## src/design/sts_pkg.sv

```systemverilog
// Operation
// output below prewarning level sets output warning flag, nothing else
// output below selected threshold pulls reset low; release restarts, sets undervoltage flag
// hysteresis bit makes release use the highest rising threshold
// count every consecutive undervoltage event in init, normal and stop modes
// in normal mode the event counter halts while supply is undervoltage
// fourth consecutive event enters fail-safe and sets undervoltage failsafe flag
// counter clears on fail-safe entry, undervoltage flag clear, or soft reset
// no warning or undervoltage flags while in sleep mode
// software should clear warning and undervoltage flags to recheck the condition
// overvoltage crossing sets flag, raises selected event; mode 11 forces fail-safe
// overvoltage detection only while the main regulator is enabled
// short-circuit detection only while supply is above its undervoltage threshold
// output not above reset threshold within short-circuit time triggers shutdown response
// same response when output stays below reset threshold too long
// hot pump sets flags, clears enable, discharges gates, then stops pump and amplifier
// software clears diagnosis flags and rewrites pump enable after cool-down
// regulator prewarning temperature sets flag; clear only once heat has gone
// device shutdown enters fail-safe, waits cool-down, then restarts automatically
// shutdown flag set each event; clear only in normal mode without heat
// with delay bit, count events; at 16 set safe flag, cool-down 64x
// extended wait until safe flag cleared; counter clears with flag or delay bit (code clears it on a shutdown flag clear, not a safe flag clear)
// shutdown sets failure bit and device state 01, even during sleep entry
// flags stay latched until cleared; clear fails while condition persists
package sts_pkg;

  // ==========================================================
  // timing
  localparam int unsigned CLK_PERIOD_NS = 8;
  localparam int unsigned T_SC_NS = 2000;
  localparam int unsigned SC_CYC = (T_SC_NS + CLK_PERIOD_NS - 1) / CLK_PERIOD_NS;
  localparam int unsigned T_CCP_NS = 587;
  localparam int unsigned CCP_CYC = (T_CCP_NS + CLK_PERIOD_NS - 1) / CLK_PERIOD_NS;
  localparam int unsigned T_COOL_US = 1000;
  localparam int unsigned COOL_DEF_CYC = T_COOL_US * 1000 / CLK_PERIOD_NS;
  localparam int unsigned COOL_MULT = 64;
  localparam int unsigned COOL_W = 24;
  localparam int unsigned SC_W = 12;
  localparam int unsigned CCP_W = 8;

  // ==========================================================
  // counters and codes
  localparam logic [2:0] UV_FS_COUNT = 3'h4;
  localparam logic [4:0] TSD_SAFE_COUNT = 5'h10;
  localparam logic [1:0] OV_MODE_FS = 2'h3;
  localparam logic [1:0] DEV_STATE_TSD = 2'h1;
  localparam logic [1:0] DEV_STATE_RST = 2'h0;

  // ==========================================================
  // flag bit positions
  localparam int unsigned NF = 11;
  localparam int unsigned F_WARN = 0;
  localparam int unsigned F_UV = 1;
  localparam int unsigned F_UV_FS = 2;
  localparam int unsigned F_OV = 3;
  localparam int unsigned F_SC = 4;
  localparam int unsigned F_BLK_SD = 5;
  localparam int unsigned F_PUMP_OVERTEMPERATURE_FLAG = 6;
  localparam int unsigned F_T_PREW = 7;
  localparam int unsigned F_T_SD = 8;
  localparam int unsigned F_T_SAFE = 9;
  localparam int unsigned F_FAIL = 10;

  // ==========================================================
  // synchroniser lanes
  localparam int unsigned NS = 9;

  typedef enum logic [5:0] {
    MD_INIT = 6'h01,
    MD_NORMAL = 6'h02,
    MD_STOP = 6'h04,
    MD_SLEEP = 6'h08,
    MD_RESTART = 6'h10,
    MD_FAILSAFE = 6'h20
  } sts_mode_e;

  typedef enum logic [2:0] {
    TS_IDLE = 3'h1,
    TS_HOT = 3'h2,
    TS_COOL = 3'h4
  } sts_therm_e;

endpackage

```

## src/design/sts_sync.sv

```systemverilog
`timescale 1ns/1ps
module sts_sync import sts_pkg::*; #(
  parameter int unsigned W = NS
) (
  input wire logic clk_in,
  input wire logic nrst_in,
  input wire logic [W-1:0] d_in,
  output logic [W-1:0] q_out
);
  typedef struct packed {
    logic [W-1:0] meta;
    logic [W-1:0] stable;
  } sts_sync_s;

  sts_sync_s q;
  sts_sync_s next_q;

  always_comb begin
    next_q.meta = d_in;
    next_q.stable = q.meta;
  end

  always_ff @(posedge clk_in) begin
    if (!nrst_in) begin
      q <= '0;
    end else begin
      q <= next_q;
    end
  end

  assign q_out = q.stable;
endmodule

```

## src/design/sts_timer.sv

```systemverilog
`timescale 1ns/1ps
module sts_timer import sts_pkg::*; #(
  parameter int unsigned W = COOL_W
) (
  input wire logic clk_in,
  input wire logic nrst_in,
  input wire logic load_in,
  input wire logic run_in,
  input wire logic [W-1:0] value_in,
  output logic done_out
);
  typedef struct packed {
    logic [W-1:0] cnt;
  } sts_timer_s;

  sts_timer_s q;
  sts_timer_s next_q;

  // done fires once, on the last counted cycle
  always_comb begin
    next_q = q;
    if (load_in) begin
      next_q.cnt = value_in;
    end else if (run_in && q.cnt != '0) begin
      next_q.cnt = q.cnt - W'(1);
    end
  end

  always_ff @(posedge clk_in) begin
    if (!nrst_in) begin
      q <= '0;
    end else begin
      q <= next_q;
    end
  end

  assign done_out = run_in && !load_in && q.cnt == W'(1);
endmodule

```

## src/design/sts_supervisor.sv

```systemverilog
`timescale 1ns/1ps
module sts_supervisor import sts_pkg::*; #(
  parameter int unsigned COOL_CYC = COOL_DEF_CYC
) (
  input wire logic CORE_CLK_IN,
  input wire logic NRST_IN,
  input wire sts_mode_e MODE_IN,
  input wire logic OUT_BELOW_WARN_IN,
  input wire logic OUT_BELOW_RT_IN,
  input wire logic OUT_ABOVE_RT_IN,
  input wire logic OUT_ABOVE_RT1_IN,
  input wire logic OUT_OVER_IN,
  input wire logic SUPPLY_UV_IN,
  input wire logic PUMP_HOT_IN,
  input wire logic REG_PREWARN_HOT_IN,
  input wire logic DEVICE_HOT_IN,
  input wire logic RESET_HYS_IN,
  input wire logic [1:0] OV_MODE_IN,
  input wire logic SD_DELAY_IN,
  input wire logic PUMP_EN_SET_IN,
  input wire logic SOFT_RESET_IN,
  input wire logic WAKE_IN,
  input wire logic [NF-1:0] CLEAR_IN,
  output logic [NF-1:0] FLAGS_OUT,
  output logic RESET_N_OUT,
  output logic RESET_OE_N_OUT,
  output logic REG_EN_OUT,
  output logic FAIL_PIN_OUT,
  output logic FAILSAFE_REQ_OUT,
  output logic RESTART_REQ_OUT,
  output logic OV_EVT_OUT,
  output logic [1:0] OV_EVT_KIND_OUT,
  output logic PUMP_EN_OUT,
  output logic PUMP_RUN_OUT,
  output logic DISCHARGE_OUT,
  output logic CSA_OFF_OUT,
  output logic [1:0] DEVICE_STATE_OUT,
  output logic [2:0] UV_COUNT_OUT,
  output logic [4:0] SD_COUNT_OUT
);
  // ==========================================================
  // state
  typedef struct packed {
    logic [NF-1:0] flags;
    logic rst_lvl;
    logic rst_oe_n;
    logic reg_en;
    logic fail_pin;
    logic fs_req;
    logic restart_req;
    logic ov_evt;
    logic [1:0] ov_kind;
    logic ov_prev;
    logic pump_en;
    logic pump_run;
    logic disch;
    logic csa_off;
    logic [CCP_W-1:0] disch_cnt;
    logic [1:0] dev_state;
    logic [2:0] uv_cnt;
    logic [4:0] sd_cnt;
    sts_therm_e ts;
  } sts_state_s;

  sts_state_s q;
  sts_state_s next_q;

  // ==========================================================
  // pin inputs
  logic [NS-1:0] sync_q;
  logic s_warn;
  logic s_below_rt;
  logic s_above_rt;
  logic s_above_rt1;
  logic s_ov;
  logic s_sup_uv;
  logic s_pump_hot;
  logic s_prew;
  logic s_hot;

  sts_sync #(.W(NS)) u_sync (
    .clk_in(CORE_CLK_IN),
    .nrst_in(NRST_IN),
    .d_in({DEVICE_HOT_IN, REG_PREWARN_HOT_IN, PUMP_HOT_IN, SUPPLY_UV_IN, OUT_OVER_IN,
           OUT_ABOVE_RT1_IN, OUT_ABOVE_RT_IN, OUT_BELOW_RT_IN, OUT_BELOW_WARN_IN}),
    .q_out(sync_q)
  );

  assign {s_hot, s_prew, s_pump_hot, s_sup_uv, s_ov, s_above_rt1, s_above_rt, s_below_rt,
          s_warn} = sync_q;

  // ==========================================================
  // timers
  logic sc_arm;
  logic sc_done;
  logic cool_load;
  logic cool_done;
  logic [COOL_W-1:0] cool_val;

  sts_timer #(.W(SC_W)) u_sc_timer (
    .clk_in(CORE_CLK_IN),
    .nrst_in(NRST_IN),
    .load_in(!sc_arm),
    .run_in(sc_arm),
    .value_in(SC_W'(SC_CYC)),
    .done_out(sc_done)
  );

  sts_timer #(.W(COOL_W)) u_cool_timer (
    .clk_in(CORE_CLK_IN),
    .nrst_in(NRST_IN),
    .load_in(cool_load),
    .run_in(q.ts == TS_COOL),
    .value_in(cool_val),
    .done_out(cool_done)
  );

  // extension holds as long as the safe flag stands
  assign cool_val = q.flags[F_T_SAFE] ? COOL_W'(COOL_CYC * COOL_MULT) : COOL_W'(COOL_CYC);

  // ==========================================================
  // next state
  logic reg_on;
  logic uv_counting;
  logic rise_ok;
  logic sd_event;
  logic [NF-1:0] set_f;
  logic [NF-1:0] hold_f;
  logic [NF-1:0] allow_f;
  logic [NF-1:0] clr_ok;

  // regulator off in sleep or after a short-circuit shutdown
  assign reg_on = q.reg_en && MODE_IN != MD_SLEEP;
  // reloads while the rail supply is low, so no false short-circuit
  assign sc_arm = reg_on && !s_sup_uv && !s_above_rt;

  always_comb begin
    next_q = q;
    next_q.fs_req = 1'b0;
    next_q.restart_req = 1'b0;
    next_q.ov_evt = 1'b0;
    cool_load = 1'b0;
    sd_event = 1'b0;
    set_f = '0;
    uv_counting = (MODE_IN == MD_INIT || MODE_IN == MD_STOP ||
                   (MODE_IN == MD_NORMAL && !s_sup_uv));
    rise_ok = RESET_HYS_IN ? s_above_rt1 : s_above_rt;

    // clears fail while the cause is still present
    hold_f = '0;
    hold_f[F_WARN] = s_warn;
    hold_f[F_UV] = s_below_rt;
    hold_f[F_OV] = s_ov;
    hold_f[F_SC] = !q.reg_en;
    hold_f[F_BLK_SD] = s_pump_hot;
    hold_f[F_PUMP_OVERTEMPERATURE_FLAG] = s_pump_hot;
    hold_f[F_T_PREW] = s_prew;
    hold_f[F_T_SD] = s_hot;
    allow_f = '1;
    allow_f[F_T_SD] = MODE_IN == MD_NORMAL;
    clr_ok = CLEAR_IN & allow_f & ~hold_f;

    // output undervoltage and reset
    if (MODE_IN == MD_FAILSAFE || clr_ok[F_UV] || SOFT_RESET_IN) begin
      next_q.uv_cnt = 3'h0;
    end
    if (reg_on && s_warn) begin
      set_f[F_WARN] = 1'b1;
    end
    if (q.rst_oe_n && reg_on && s_below_rt) begin
      next_q.rst_oe_n = 1'b0;
      if (uv_counting) begin
        if (q.uv_cnt == UV_FS_COUNT - 3'h1) begin
          next_q.uv_cnt = 3'h0;
          next_q.fs_req = 1'b1;
          set_f[F_UV_FS] = 1'b1;
        end else begin
          next_q.uv_cnt = q.uv_cnt + 3'h1;
        end
      end
    end else if (!q.rst_oe_n && rise_ok) begin
      next_q.rst_oe_n = 1'b1;
      next_q.restart_req = 1'b1;
      set_f[F_UV] = MODE_IN != MD_SLEEP;
    end

    // overvoltage, rising crossing only
    next_q.ov_prev = s_ov;
    if (reg_on && s_ov && !q.ov_prev) begin
      set_f[F_OV] = 1'b1;
      next_q.ov_evt = 1'b1;
      next_q.ov_kind = OV_MODE_IN;
      if (OV_MODE_IN == OV_MODE_FS) begin
        next_q.fs_req = 1'b1;
      end
    end

    // short circuit
    if (sc_done) begin
      set_f[F_SC] = 1'b1;
      set_f[F_FAIL] = 1'b1;
      next_q.reg_en = 1'b0;
      next_q.fail_pin = 1'b1;
      next_q.fs_req = 1'b1;
    end else if (WAKE_IN && !q.reg_en) begin
      next_q.reg_en = 1'b1;
      next_q.fail_pin = 1'b0;
    end

    // charge pump overheating
    if (q.pump_en && s_pump_hot) begin
      set_f[F_PUMP_OVERTEMPERATURE_FLAG] = 1'b1;
      set_f[F_BLK_SD] = 1'b1;
      next_q.pump_en = 1'b0;
      next_q.disch = 1'b1;
      next_q.disch_cnt = CCP_W'(CCP_CYC);
    end else if (q.disch) begin
      next_q.disch_cnt = q.disch_cnt - CCP_W'(1);
      if (q.disch_cnt == CCP_W'(1)) begin
        next_q.disch = 1'b0;
        next_q.csa_off = 1'b1;
      end
    end else if (PUMP_EN_SET_IN) begin
      // only a fresh write brings the pump back
      next_q.pump_en = 1'b1;
      next_q.csa_off = 1'b0;
    end

    if (s_prew) begin
      set_f[F_T_PREW] = 1'b1;
    end

    // device thermal shutdown
    unique case (q.ts)
      TS_IDLE: begin
        sd_event = s_hot;
      end
      TS_HOT: begin
        if (!s_hot) begin
          next_q.ts = TS_COOL;
          cool_load = 1'b1;
        end
      end
      TS_COOL: begin
        if (s_hot) begin
          sd_event = 1'b1;
        end else if (cool_done) begin
          next_q.ts = TS_IDLE;
          next_q.restart_req = 1'b1;
        end
      end
    endcase

    if (!SD_DELAY_IN || clr_ok[F_T_SD]) begin
      next_q.sd_cnt = 5'h0;
    end
    // taken in any mode, sleep entry included
    if (sd_event) begin
      next_q.ts = TS_HOT;
      next_q.fs_req = 1'b1;
      set_f[F_T_SD] = 1'b1;
      set_f[F_FAIL] = 1'b1;
      next_q.dev_state = DEV_STATE_TSD;
      if (SD_DELAY_IN && q.sd_cnt != TSD_SAFE_COUNT) begin
        next_q.sd_cnt = q.sd_cnt + 5'h1;
        if (q.sd_cnt == TSD_SAFE_COUNT - 5'h1) begin
          set_f[F_T_SAFE] = 1'b1;
        end
      end
    end
    if (clr_ok[F_FAIL]) begin
      next_q.dev_state = DEV_STATE_RST;
    end

    // registered so the run pin cannot glitch between enable and discharge
    next_q.pump_run = next_q.pump_en || next_q.disch;

    // set beats a clear in the same cycle
    for (int i = 0; i < NF; i++) begin
      next_q.flags[i] = set_f[i] || (q.flags[i] && !clr_ok[i]);
    end
  end

  always_ff @(posedge CORE_CLK_IN) begin
    if (!NRST_IN) begin
      q <= '0;
      q.reg_en <= 1'b1;
      q.ts <= TS_IDLE;
    end else begin
      q <= next_q;
    end
  end

  // ==========================================================
  // outputs
  assign FLAGS_OUT = q.flags;
  assign RESET_N_OUT = q.rst_lvl;
  assign RESET_OE_N_OUT = q.rst_oe_n;
  assign REG_EN_OUT = q.reg_en;
  assign FAIL_PIN_OUT = q.fail_pin;
  assign FAILSAFE_REQ_OUT = q.fs_req;
  assign RESTART_REQ_OUT = q.restart_req;
  assign OV_EVT_OUT = q.ov_evt;
  assign OV_EVT_KIND_OUT = q.ov_kind;
  assign PUMP_EN_OUT = q.pump_en;
  assign PUMP_RUN_OUT = q.pump_run;
  assign DISCHARGE_OUT = q.disch;
  assign CSA_OFF_OUT = q.csa_off;
  assign DEVICE_STATE_OUT = q.dev_state;
  assign UV_COUNT_OUT = q.uv_cnt;
  assign SD_COUNT_OUT = q.sd_cnt;
endmodule

```

## config.mk

```make
export PLATFORM = sky130hd
export DESIGN_NAME = sts_supervisor
export DESIGN_NICKNAME = d
export VERILOG_FILES = /design/src/design/sts_pkg.sv /design/src/design/sts_sync.sv /design/src/design/sts_timer.sv /design/src/design/sts_supervisor.sv
export SDC_FILE = /design/constraint.sdc
export NUM_CORES = 1
export LEC_CHECK = 0
export BUFFER_PORTS_ARGS = -buffer_cell sky130_fd_sc_hd__buf_2
export CELL_PAD_IN_SITES_DETAIL_PLACEMENT = 0
export CELL_PAD_IN_SITES_GLOBAL_PLACEMENT = 2
export CORE_MARGIN = 2
export CORE_UTILIZATION = 31
export CTS_CLUSTER_DIAMETER = 60
export CTS_CLUSTER_SIZE = 8
export DETAILED_ROUTE_END_ITERATION = 8
export PLACE_DENSITY = 0.81
export SLEW_MARGIN = 40
export SYNTH_ARGS = -nofsm -noshare
export SYNTH_HDL_FRONTEND = slang
export SYNTH_SLANG_ARGS = --single-unit
```

## constraint.sdc

```tcl
create_clock -name CORE_CLK_IN -period 2.1 [get_ports CORE_CLK_IN]
set_input_delay 0.105 -clock CORE_CLK_IN [delete_from_list [all_inputs] [get_ports CORE_CLK_IN]]
set_output_delay 0.105 -clock CORE_CLK_IN [all_outputs]
set_load 0.02 [all_outputs]
```

==> impl_metrics.tcl <==
set metrics [dict create \
    path_clk_slew_ns 0.07 \
    synthArstFlopShare_pct 0 \
    r2r-end "u_cool_timer.q[2]" \
    dieArea_um2 15500 \
    track_usage_pct 14.8 \
    core_um2 14000 \
    layout-drive-gt1-share_pct 25.5 \
    placed_area_um2 5160 \
    postSynthCellCount 511 \
    die_w_um 124 \
    finalWirelength_um 11300 \
    failed_checks "negative setup slack" \
    synth_edf_count 0 \
    worstPathMaxFanout 5 \
    clk_latency_ns 0.35 \
    rows 43 \
    worstSetupEndpoint "u_cool_timer.q[2]" \
    layout_min_cycle_time_ns 2.20 \
    clock_sinks 98 \
    grt_start_max_net_pins 38 \
    rsz0062_at_grt "true" \
    worst-path-buf-inv 1 \
    viasPerCell 4.94 \
    cts_htree_levels 3 \
    max_stage_delay_ns 0.57 \
    cp_data_required_time_ns 2.32 \
    synth_top_area_cell "dfxtp_1" \
    total_power_mw 4.63 \
    area_growth_pct 26.4 \
    hold_viol 0 \
    antenna_found_initial 0 \
    cp_slowest_cell "or4_4" \
    first_iter_violations 189 \
    cts_max_path_buffers 2 \
    post-place-ws_ns -0.211 \
    cts_buffers 9 \
    synth-seq-area-share_pct 43.7 \
    hold_class "in -> reg" \
    power_density_nw_per_um2 816 \
    netlist_top_cells_count "98 x dfxtp_1, 50 x a21oi_1, 47 x nor2_1" \
    synth_top_area_share_pct 43.7 \
    start_util_pct 32.1 \
    antenna_cells 0 \
    grt_pass1_wl_um 18700 \
    vias 3950 \
    critical_path_class "reg -> reg" \
    yosysMostFrequentCell "dfxtp_1" \
    wl_per_cell_um 14.2 \
    drc 0 \
    fin_ws_ns -0.0971 \
    status "finished, violations left" \
    final_max_slew_viol_count 0 \
    tightest_slew_ns 0.567 \
    cp.depth 6 \
    cp_top_family "simple AND/OR/NAND/NOR gates" \
    tns_ns -0.743 \
    drt-pass1-iter-count 6 \
    critPathCaptureType "flop" \
    ant_nets 0 \
    setup_viol 14 \
    r2r_slack_ns -0.1 \
    placed_cells 766 \
    rr_worst_depth 6 \
    fmax_mhz 455 \
    place_congestion 0.838 \
    synth_flop_cell "dfxtp_1" \
    synth_seq_cells 98 \
    slew_headroom_pct 61.9 \
    r2r_start "u_cool_timer.q[2]" \
    crit_path_start "u_cool_timer.q[2]" \
    path_cells "or4_4, buf_6, or4_4, o21ai_4, xor2_1, nor2_1" \
    top_level_ports 69 \
    grt_pass1_vias 3790 \
    stdcell_area_um2 5670 \
    cp.arrival_ns 2.42 \
    syn_area_um2 4490 \
    hpwl_um 8180 \
    ys_top_cells_by_area "dfxtp_1 44%, a21oi_1 5.6%, buf_4 4.0%, nor2_1 3.9%, ha_1 3.1%" \
    cts_tree "yes" \
    final-instance-count-excl-fill 800 \
    layout.nets 661 \
    fin_skew_ns 0.00654 \
    ir_drop_mv 0.495 \
    finalCritPeriodShare_pct 105 \
    synth_warnings 0 \
    die_h_um 124 \
    maxCapViolCount 0 \
    io_buffers 66 \
    start_kind "flop" \
    power_leakage_nw 2.35 \
    crit_top_cell "or4_4" \
    syn_area_per_cell_um2 8.78 \
    root_buffer "clkbuf_16" \
    overflow 0 \
    ys_types 58 \
]
routing by layer:
metal / vias to the layer above / global-route usage (%) / share of wire [%]
met5: - / 0 / 0
met4: 0 / 5.75 / 1.8
met3: 15 / 3.91 / 4.8
li1: 2006 / - / -
met1: 1838 / 19.8 / 49
met2: 91 / 22.6 / 44
worst reg2reg max path: cells and delay by family, from the launching register on:
| kind | cells | cell delay [ns] |
|---|---|---|
| buf+inv | 1 | 0.15 |
| flops | 1 | 0.32 |
| simple gates | 3 | 1.19 |
| compound gates | 1 | 0.26 |
| xor+xnor | 1 | 0.17 |
power by group:
| part | total [mW] | switching (mW) | internal (mW) |
|---|---|---|---|
| sequential | 2.11 | 0.119 | 1.99 |
| clock | 1.61 | 0.753 | 0.858 |
| combinational | 0.907 | 0.475 | 0.432 |
layout make-up:
| class | instances | area [µm²] |
|---|---|---|
| clock buffers | 11 | 243 |
| multi-input cells | 356 | 2270 |
| fillers | 1375 | 8320 |
| inverters | 20 | 75.1 |
| clock inverters | 5 | 45.0 |
| repair buffers | 130 | 851 |
| well taps | 180 | 225 |
| flip-flops and latches | 98 | 1960 |
registers in the layout (all words and copies together) (netlist names):
signal	flops
CSA_OFF_OUT	1
PUMP_RUN_OUT	1
FAILSAFE_REQ_OUT	1
u_sync.next_q	9
u_sc_timer.q	12
RESET_OE_N_OUT	1
DEVICE_STATE_OUT	1
REG_EN_OUT	1
OV_EVT_OUT	1
RESTART_REQ_OUT	1
PUMP_EN_OUT	1
UV_COUNT_OUT	3
DISCHARGE_OUT	1
FLAGS_OUT	11
q	12
OV_EVT_KIND_OUT	2
u_sync.q_out	9
SD_COUNT_OUT	5
u_cool_timer.q	24
FAIL_PIN_OUT	1
stage by stage:
stage          hold WS (ns)  util, %
4_1_cts             0.00402     40.2
3_5_place_dp          0.297     36.9
5_1_grt              0.0220     40.5
3_3_place_gp          0.287     36.9
6_report             0.0185     40.5
2_1_floorplan         0.184        -
cells in the final DEF, fill, tap and decap left out, types with 9 or more instances in the layout:
master	synthesis	layout
nand2b_1	11	11
o21ai_0	23	20
dfxtp_1	98	96
nor3_1	15	15
xor2_1	10	10
ha_1	11	11
dlygate4sd3_1	0	13
nor4_1	16	15
buf_2	3	66
a21oi_1	50	49
nor2_1	47	46
inv_1	20	20
and2_1	20	20
xnor2_1	13	13
buf_4	24	49
or3_1	9	9
clkbuf_16	0	9
nand3_1	12	12
nand2_1	23	23
repair_timing:
item	in CTS	in global routing
pin swaps	14	11
hold buffers	13	0
resized for setup	7	10
setup buffers	0	3
cloned	2	0
endpoints found under the setup margin	15	19
hold endpoints to repair	13	0
worst min path at each step:
stage | startpoint | endpoint | slack (ns) | cells after the start
6_report | CLEAR_IN[0] | FLAGS_OUT[0] | 0.02 | 3
3_3_place_gp | CLEAR_IN[10] | DEVICE_STATE_OUT[0] | 0.29 | 2
3_5_place_dp | CLEAR_IN[10] | DEVICE_STATE_OUT[0] | 0.30 | 2
5_1_grt | CLEAR_IN[6] | FLAGS_OUT[6] | 0.02 | 3
2_1_floorplan | CLEAR_IN[10] | DEVICE_STATE_OUT[0] | 0.18 | 1
4_1_cts | CLEAR_IN[6] | FLAGS_OUT[6] | 0.004 | 3
logic make-up (layout without fill, tap and decap cells):
group           Yosys count  after routing  share of synthesized area, %
xor+xnor                 23             23                          4.49
flops                    98             98                          43.7
other cells               1              2                        0.0836
compound gates          109            110                          14.8
buf+inv                  60            166                          7.28
fa+ha+maj                11             11                          3.07
mux                       5              5                          1.14
simple gates            204            205                          25.4
Power figures use the tool's default switching activity.
